File: config.mk
export PLATFORM = sky130hd
export DESIGN_NAME = tfl_status
export DESIGN_NICKNAME = d
export VERILOG_FILES = /design/src/design/tfl_pkg.sv /design/src/design/tfl_sync3.sv /design/src/design/tfl_status.sv
export VERILOG_INCLUDE_DIRS = /design/src /design/src/design
export SDC_FILE = /design/constraint.sdc
export NUM_CORES = 1
export LEC_CHECK = 0
export ABC_AREA = 1
export BUFFER_PORTS_ARGS = -buffer_cell sky130_fd_sc_hd__buf_2
export CORE_UTILIZATION = 59
export DETAILED_ROUTE_END_ITERATION = 8
export HOLD_SLACK_MARGIN = 0.03
export PLACE_DENSITY = 0.88
export SYNTH_ARGS = -nofsm -noshare
export SYNTH_HDL_FRONTEND = slang
export SYNTH_SLANG_ARGS = --single-unit
File: constraint.sdc
create_clock -name mclk -period 4.2 [get_ports mclk]
set_clock_uncertainty 0.1 [all_clocks]
set_input_delay 0.21 -clock mclk [delete_from_list [all_inputs] [get_ports mclk]]
set_output_delay 0.21 -clock mclk [all_outputs]
set_load 0.01 [all_outputs]
File: src/design/tfl_regs.svh
// constants for the transceiver fault and signal-lost status block
// assumes a single 200 MHz clock and a byte-wide management register port
//
// Contract
// out-of-range laser power latches fault, laser off
// fault pin low normally, high on fault
// fault stays latched after the cause goes
// fault clears by disable toggle or power cycle
// fault state mirrored in status byte bit 2
// watch incoming signal transitions for modulation
// signal-lost pin high when no modulation
// signal-lost state mirrored in status bit 1
// host ties disable input low if unused
// eye-safety monitor turns transmitter off
// disable input high turns optics off
// software disable bit ORed with disable pin
// status bit 7 reflects disable pin level
// software disable bit resets to enabled
// toggle is disable high then low
`ifndef TFL_REGS_SVH
`define TFL_REGS_SVH
`define TFL_CSB_OFFSET 8'h6e
`define TFL_CSB_RESET 8'h00
`define TFL_BIT_PIN_DIS 7
`define TFL_BIT_SW_DIS 6
`define TFL_BIT_FAULT 2
`define TFL_BIT_LOST 1
// time without any receive transition before signal is declared lost
`define TFL_LOS_TIME_NS 1000
`define TFL_LOS_CYCLES (`TFL_LOS_TIME_NS / 5)
`endif

File: src/design/tfl_pkg.sv
// types for the transceiver fault and signal-lost status block
// assumes tfl_regs.svh supplies all numeric constants
package tfl_pkg;
   // management byte access
   typedef struct packed {
      logic rd;
      logic wr;
      logic [7:0] addr;
      logic [7:0] wdata;
   } tfl_req_t;
   // analog monitor flags from the optical front end
   typedef struct packed {
      logic pwr_low;
      logic pwr_high;
      logic eye_unsafe;
   } tfl_mon_t;
   typedef enum logic [1:0] {TFL_RUN, TFL_FAULT, TFL_WAIT_LOW} tfl_state_t;
endpackage : tfl_pkg

File: src/design/tfl_sync3.sv
// three-flop synchroniser with agreement filter
// assumes an asynchronous pin input and a free running clock
`timescale 1ns/1ps
`default_nettype none
module tfl_sync3 (
   input wire logic mclk,
   input wire logic rstn,
   input wire logic ce,
   input wire logic din,
   output logic dout
);
   logic s1_q;
   logic s2_q;
   logic s3_q;
   // second and third stages must agree before the level moves
   always_ff @(posedge mclk or negedge rstn) begin
      if (!rstn) begin
         s1_q <= 1'b0;
         s2_q <= 1'b0;
         s3_q <= 1'b0;
         dout <= 1'b0;
      end else if (ce) begin
         s1_q <= din;
         s2_q <= s1_q;
         s3_q <= s2_q;
         if (s2_q == s3_q) begin
            dout <= s3_q;
         end
      end
   end
endmodule : tfl_sync3
`default_nettype wire

File: src/design/tfl_status.sv
// laser fault latch, receive signal-lost detector and status byte
// assumes monitor flags and pins are asynchronous; register port is synchronous
`timescale 1ns/1ps
`default_nettype none
`include "tfl_regs.svh"
module tfl_status (
   input wire logic mclk,
   input wire logic rstn,
   input wire logic ce,
   input wire logic tx_disable_pin,
   input wire tfl_pkg::tfl_mon_t mon,
   input wire logic rx_edge,
   input wire tfl_pkg::tfl_req_t req,
   output logic [7:0] rdata,
   output logic rvalid,
   output logic laser_on,
   output logic tx_fault_o,
   output logic tx_fault_oe,
   output logic receive_signal_lost_pin,
   output logic receive_signal_lost
);
   import tfl_pkg::*;

   logic dis_s;
   logic low_s;
   logic high_s;
   logic eye_s;
   logic edge_s;
   logic sw_dis_q;
   logic fault_q;
   tfl_state_t st_q;
   tfl_state_t st_d;
   logic [15:0] los_cnt_q;
   logic edge_prev_q;
   logic edge_seen;
   logic los_d;
   logic bad_power;
   logic dis_any;
   logic hit;
   logic [7:0] csb;

   // pin and monitor inputs all cross through the same filter
   logic [4:0] raw;
   logic [4:0] syn;
   // the disable pin enters inverted: the filter resets to zero, and that zero
   // must read as disabled, the same as the pull-up holds an open pin, so the
   // laser cannot flash on while the filter fills after reset
   assign raw = {!tx_disable_pin, mon.pwr_low, mon.pwr_high, mon.eye_unsafe, rx_edge};
   generate
      for (genvar i = 0; i < 5; i++) begin : g_sync
         tfl_sync3 u_sync (
            .mclk(mclk),
            .rstn(rstn),
            .ce(ce),
            .din(raw[i]),
            .dout(syn[i])
         );
      end
   endgenerate
   assign dis_s = !syn[4];
   assign low_s = syn[3];
   assign high_s = syn[2];
   assign eye_s = syn[1];
   assign edge_s = syn[0];

   // the status byte is the only address this block decodes; reads of any other address still answer, with zero
   function automatic logic csb_addr(input logic [7:0] a);
      return (a == `TFL_CSB_OFFSET);
   endfunction : csb_addr

   // qualified strobes of the register port
   logic rd_hit;
   logic wr_hit;
   assign rd_hit = req.rd & csb_addr(req.addr);
   assign wr_hit = req.wr & hit;

   // fault causes and disable combination
   assign bad_power = low_s | high_s | eye_s;
   assign dis_any = dis_s | sw_dis_q;
   assign hit = csb_addr(req.addr);
   assign edge_seen = edge_s ^ edge_prev_q;

   // fault state machine: latch, wait for disable high, then low
   always_comb begin
      st_d = st_q;
      case (st_q)
         TFL_RUN: begin
            if (bad_power) st_d = TFL_FAULT;
         end
         TFL_FAULT: begin
            if (dis_s) st_d = TFL_WAIT_LOW;
         end
         TFL_WAIT_LOW: begin
            if (!dis_s) st_d = bad_power ? TFL_FAULT : TFL_RUN;
         end
         default: st_d = TFL_FAULT;
      endcase
   end

   // inactivity counter for the receive transition detector
   assign los_d = (los_cnt_q >= 16'(`TFL_LOS_CYCLES - 1));

   // status byte view
   always_comb begin
      csb = `TFL_CSB_RESET;
      csb[`TFL_BIT_PIN_DIS] = dis_s;
      csb[`TFL_BIT_SW_DIS] = sw_dis_q;
      csb[`TFL_BIT_FAULT] = fault_q;
      csb[`TFL_BIT_LOST] = receive_signal_lost;
   end

   // timing seen from the pins: a monitor flag or pin change needs about four
   // clocks through its filter, then one more to reach the registered outputs.
   // glitches shorter than two clocks never agree in the filter and are lost,
   // which is the intent for the slow status pins but means the receive
   // transition detector must hold each level for at least that long.
   // every register below freezes while the clock enable is low.

   // next values of the registered outputs, kept as named wires
   logic fault_d;
   logic oe_d;
   logic laser_d;
   logic lost_d;
   logic sw_dis_d;
   logic [15:0] los_cnt_d;
   logic [7:0] rdata_d;

   // fault flag and open-drain enable: drive low while healthy, release on fault
   assign fault_d = (st_d != TFL_RUN);
   assign oe_d = (st_d == TFL_RUN);

   // laser enable: no fault, no disable source and no bad monitor flag
   // bad_power is looked at directly so the laser goes dark in the same cycle
   // that the fault is taken, not one state later
   assign laser_d = (st_d == TFL_RUN) & !dis_any & !bad_power;

   // transition timer: cleared by a seen change, saturates at the timeout
   assign los_cnt_d = edge_seen ? 16'h0000 : (los_d ? los_cnt_q : los_cnt_q + 16'h0001);
   assign lost_d = los_d & !edge_seen;

   // register port: only the software disable bit is writable
   assign sw_dis_d = wr_hit ? req.wdata[`TFL_BIT_SW_DIS] : sw_dis_q;
   assign rdata_d = rd_hit ? csb : 8'h00;

   // fault state register and its status copy
   always_ff @(posedge mclk or negedge rstn) begin
      if (!rstn) begin
         st_q <= TFL_RUN;
         fault_q <= 1'b0;
      end else if (ce) begin
         st_q <= st_d;
         fault_q <= fault_d;
      end
   end

   // fault pin: high level flag plus open-drain enable
   always_ff @(posedge mclk or negedge rstn) begin
      if (!rstn) begin
         tx_fault_o <= 1'b0;
         tx_fault_oe <= 1'b1;
      end else if (ce) begin
         tx_fault_o <= fault_d;
         tx_fault_oe <= oe_d;
      end
   end

   // laser drive, dark through reset
   always_ff @(posedge mclk or negedge rstn) begin
      if (!rstn) begin
         laser_on <= 1'b0;
      end else if (ce) begin
         laser_on <= laser_d;
      end
   end

   // transition timer, starts saturated so the link reads as lost from reset
   always_ff @(posedge mclk or negedge rstn) begin
      if (!rstn) begin
         los_cnt_q <= 16'(`TFL_LOS_CYCLES - 1);
         edge_prev_q <= 1'b0;
      end else if (ce) begin
         los_cnt_q <= los_cnt_d;
         edge_prev_q <= edge_s;
      end
   end

   // signal-lost status and its pin copy
   always_ff @(posedge mclk or negedge rstn) begin
      if (!rstn) begin
         receive_signal_lost <= 1'b1;
         receive_signal_lost_pin <= 1'b1;
      end else if (ce) begin
         receive_signal_lost <= lost_d;
         receive_signal_lost_pin <= lost_d;
      end
   end

   // software disable bit, enabled again by every power cycle
   always_ff @(posedge mclk or negedge rstn) begin
      if (!rstn) begin
         sw_dis_q <= 1'b0;
      end else if (ce) begin
         sw_dis_q <= sw_dis_d;
      end
   end

   // read answer one cycle after the strobe; other addresses read zero
   always_ff @(posedge mclk or negedge rstn) begin
      if (!rstn) begin
         rdata <= 8'h00;
         rvalid <= 1'b0;
      end else if (ce) begin
         rdata <= rdata_d;
         rvalid <= req.rd;
      end
   end
endmodule : tfl_status
`default_nettype wire

# After elaboration in Yosys (flattened, before gate mapping)
# Cells that the tools add are included.
# totals
elab_cells,73
reg_bits,53
inputBits,26
out_inout_bits,14
# op_classes
muxes,8
order_cmp,1
n_eq_ne,9
n_addsub,1
reduce_logical,15
bitwise,9
# op_table
operator,count
$mux 16,2
$add 16x1->16 const B,1
$ge 16x8->1 const B,1
$reduce_and 2->1,7
$eq 8x7->1 const B,1
$mux 8,1
$mux 2,3
$pmux 2 s3,1
$and 1x1->1,5
$eq 1x1->1,5
$logic_not 1->1,5
$logic_not 2->1,2
$or 1x1->1,3
$eq 2x1->1 const B,1
$eq 2x2->1 const B,1
$ne 2x2->1 const B,1
$reduce_bool 2->1,1
$mux 1,1
$xor 1x1->1,1

# Longest topological paths before layout
# logic_depth
depth_word,8
depth_mapped,9
depth_no_buf,8

# By module
# From an unflattened synthesis, not the netlist that was laid out.
# hier_totals
hier_cells,277
area_unflattened_um2,2294.7
# by_module_without_submodules
module,n_inst,seq_area_each_um2,cells_per_inst,area_per_inst_um2
tfl_status,1,734.5,177,1475.2
tfl_sync3,5,100.1,20,163.9

# Least setup slack after synthesis
# No wires, ideal clock.
# synth_path
path_type,reg2reg
startpoint,register los_cnt_q[0]
endpoint,register los_cnt_q[5]
stages_incl_launch_ff,10
path_slack_ns,2.599
arrival_time_ns,1.386
t_required_ns,3.984
period_less_slack_ns,1.601
cell_sequence,dfstp_2 > ha_1 > nand2_1 > nand3_1 > nand2_1 > nand2_2 > nand2_4 > buf_8 > nand2_2 > nand2_2
# synth_via
elab_chain_cells,3
elab_cells_between_ends,6
classes_between,add/sub (1); order compare (1); eq/ne (1); mux (2); reduce/logical (1)
# synth_rtl
element,line_no,source
from (decl),tfl_status.sv:33,logic [15:0] los_cnt_q;
from (signal assigned),tfl_status.sv:179,los_cnt_q <= 16'(`TFL_LOS_CYCLES - 1);
from (signal assigned),tfl_status.sv:182,los_cnt_q <= los_cnt_d;
$add 16x1->16 or $ge 16x8->1 (tied branches),"tfl_status.sv:138, tfl_status.sv:101",
$mux 16 or $ne 2x2->1 (tied branches),-,
$mux 16 or $reduce_and 2->1 (tied branches),-,
# Parallel ways exist; a longest one is shown, timed or not. The select of a mux whose other input is x is not followed.
# A chain may end at the register's enable or synchronous reset.

==> metrics.txt <==
CTS Buffer Depth=2; Yosys cell types=26; P per Cell Area=459.5 nW/um^2; R2R Setup Slk=2.47 ns; Max Fclk=0.5680 GHz; clock sinks=49; Worst Setup SP=ce; critical path class=in2reg; critical path required time=4.32 ns; worst vdd ir=0.3308 mV; Max Transition Viols Final=0; clock latency on the worst-skew pair=0.31 ns; post-CTS setup buffers=0; num rows=21; total iterations of the first detailed-routing run=4; FF+latch count, synth=49; initial drt markers=between 150 and 200; Worst EP arrival=1.89 ns; total wire length=3870 um; Die W=about 63 um; minimum clock period=1.761 ns; Worst Setup Start Kind=primary input; root buf cell=clkbuf_8; Overflow after GRT=0; Yosys top cell area share=a little under half; Sum Neg Setup Slack=0 ns; largest cells by area after synthesis=dfrtp_1 (47%), nand2_1 (12%), dfstp_2 (8.3%); Cell Area, Placed=2344 um^2; Vias/cell=5.047; antenna violations before repair=0; worst r2r src=los_cnt_q[0]; Filler Cells Inserted=274; Synth async-reset ratio=100.0%; first-pass GRT wire length=6927 um; I/O pin cnt=40; Final Cell Area=around 2500 um^2; post-synthesis sequential area ratio=55.61%; hpwl dp=2519 um; final worst-path cycle share=41.92%; Remaining DRCs=0; status=finished, final reports clean; core box area=between 3000 and 4000 um^2; Clock transition at path regs=0.09 ns; Antenna diodes=0; Post-synth EDFFs=0; CTS H-tree depth=2; Synth Area per Inst=between 8 and 9 um^2; GRT Util Overall=22.33%; RSZ-0062 raised after global routing=no; leading area contributor after synthesis=dfrtp_1; Gate Count Post-Synth=259; Cell Area, Synth=2221 um^2; clock buffers created by TritonCTS=5; number of port buffers=28; Lkg Pwr=around 0.0013 uW; Die Ht=63.36 um; Reg2Reg Depth=8; pin count of the biggest net entering global routing=50; CP max FO=31; RD Place Congestion=0.7716; CP Capture Point=rdata[2]; Reg area=between 1000 and 1500 um^2; CTS tree=yes; # setup viols final=0; vias in the first global route=1678; reg2reg end=los_cnt_q[4]; Vias=1706; layout cells sized above 1=17.81%; Ys Warns=0; Final #Nets=318; Layout area overhead=13.80%; max-cap viol count=0; Fin. Hold Viols=0; Hold WC Path Type=in2reg; DR WL/cell=11.45 um; post-route ant nets=0; Worst-Margin Slew=around 1.0 ns; area of the multi-input gates=roughly 810 um^2; Critical Path End Type=register; Initial Utilization=64.03%; Most used DFF post-synth=dfrtp_1; slew margin rel.=31.13%; die area=about 4000 um^2
==> per-layer routing <==
metal	part of all wire (%)	track usage, %	wire length, um	vias up
met5	0	0	0	-
met3	2.7	4.710	106	7
met4	1.9	9.943	72	0
met1	46	25.24	1775	813
li1	-	-	-	858
met2	50	40.03	1916	28
==> placed cells by master (no fill, tap or decap), drive strengths merged, types with 6 or more instances in the layout <==
cell type,synthesis,routed
dfrtp,42,42
clkbuf,5,6
o21ai,19,19
nand2,79,79
buf,7,28
dfstp,7,7
nor2,38,38
inv,26,27
dlygate4sd3,0,6
nand3,17,17
==> cell usage after synthesis, types with 2 or more instances <==
| master | number |
|---|---|
| a21oi_1 | 3 |
| clkbuf_1 | 4 |
| buf_4 | 5 |
| o211ai_1 | 4 |
| o21ai_0 | 19 |
| nand2_2 | 5 |
| nand2_4 | 2 |
| inv_1 | 26 |
| o21bai_1 | 2 |
| dfstp_2 | 7 |
| nor3b_1 | 2 |
| nand2_1 | 72 |
| dfrtp_1 | 42 |
| nor2_1 | 38 |
| nand3_1 | 17 |
==> cell families (layout without fill, tap and decap cells) <==
group | count (synthesis) | in the layout | synth area share (%)
buf+inv | 38 | 68 | 8.281
other cells | 1 | 4 | 0.1689
flops | 49 | 49 | 55.61
compound gates | 28 | 28 | 6.986
xor+xnor | 3 | 3 | 2.028
fa+ha+maj | 1 | 1 | 0.5633
simple gates | 139 | 139 | 26.37
==> critical path: stages <==
cell and delay (ns):
buf_2 0.39, inv_1 0.51, nor3b_1 0.38, nand3_1 0.18, o21ai_0 0.20
==> state kept, by name, summed over array words and instances (netlist names) <==
name                 cells
edge_prev_q              1
g_sync.u_sync.dout       5
g_sync.u_sync.s1_q       5
g_sync.u_sync.s2_q       5
g_sync.u_sync.s3_q       5
laser_on                 1
los_cnt_q               16
rdata                    4
receive_signal_lost      1
rvalid                   1
st_q                     2
sw_dis_q                 1
tx_fault_o               1
tx_fault_oe              1
==> worst min path at each step <==
stage	end	startpoint	depth (start not counted)	slack (ns)
2_1_floorplan	edge_prev_q	rstn	0	-0.19
4_1_cts	rvalid	req[17]	3	0.03
6_report	rvalid	req[17]	3	0.04
3_5_place_dp	g_sync[4].u_sync.s1_q	tx_disable_pin	2	0.31
5_1_grt	rvalid	req[17]	3	0.04
3_3_place_gp	g_sync[4].u_sync.s1_q	tx_disable_pin	2	0.31
==> area by class of cell <==
cell class                 count  share of cell area [%]
clock buffer                   6                   3.267
clock inverter                 2                   1.634
inverter                      26                   3.861
multi-input combinational    175                   32.18
sequential                    49                   48.86
tap                           46                   2.277
timing repair buffer          34                   7.921
==> metrics by stage <==
stage          worst slack (ns)  hold slack (ns)  power, uW  cells  util [%]
6_report                  2.439          0.03527       1161    338     72.87
5_1_grt                   2.266          0.04393       1226    338     72.87
3_5_place_dp              2.129           0.3105      806.6    324     67.57
3_3_place_gp              2.197           0.3082      794.2    324     67.57
2_1_floorplan             2.599          -0.1856      750.3    262         -
4_1_cts                   2.450          0.03071       1170    338     72.87
==> timing repair <==
action | CTS | global route
endpoints found under the setup margin | 0 | 0
hold endpoints to repair | 47 | 0
resized for setup | 0 | 0
hold buffers | 6 | 0
==> power breakdown <==
part / switching [uW] / total (uW) / leakage [uW] / internal (uW)
clock: 162 / 360 / 0.0000633 / 198
sequential: 55.0 / 602 / 0.000621 / 547
combinational: 119 / 199 / 0.000615 / 80.2
(Power assumes the default switching activity.)
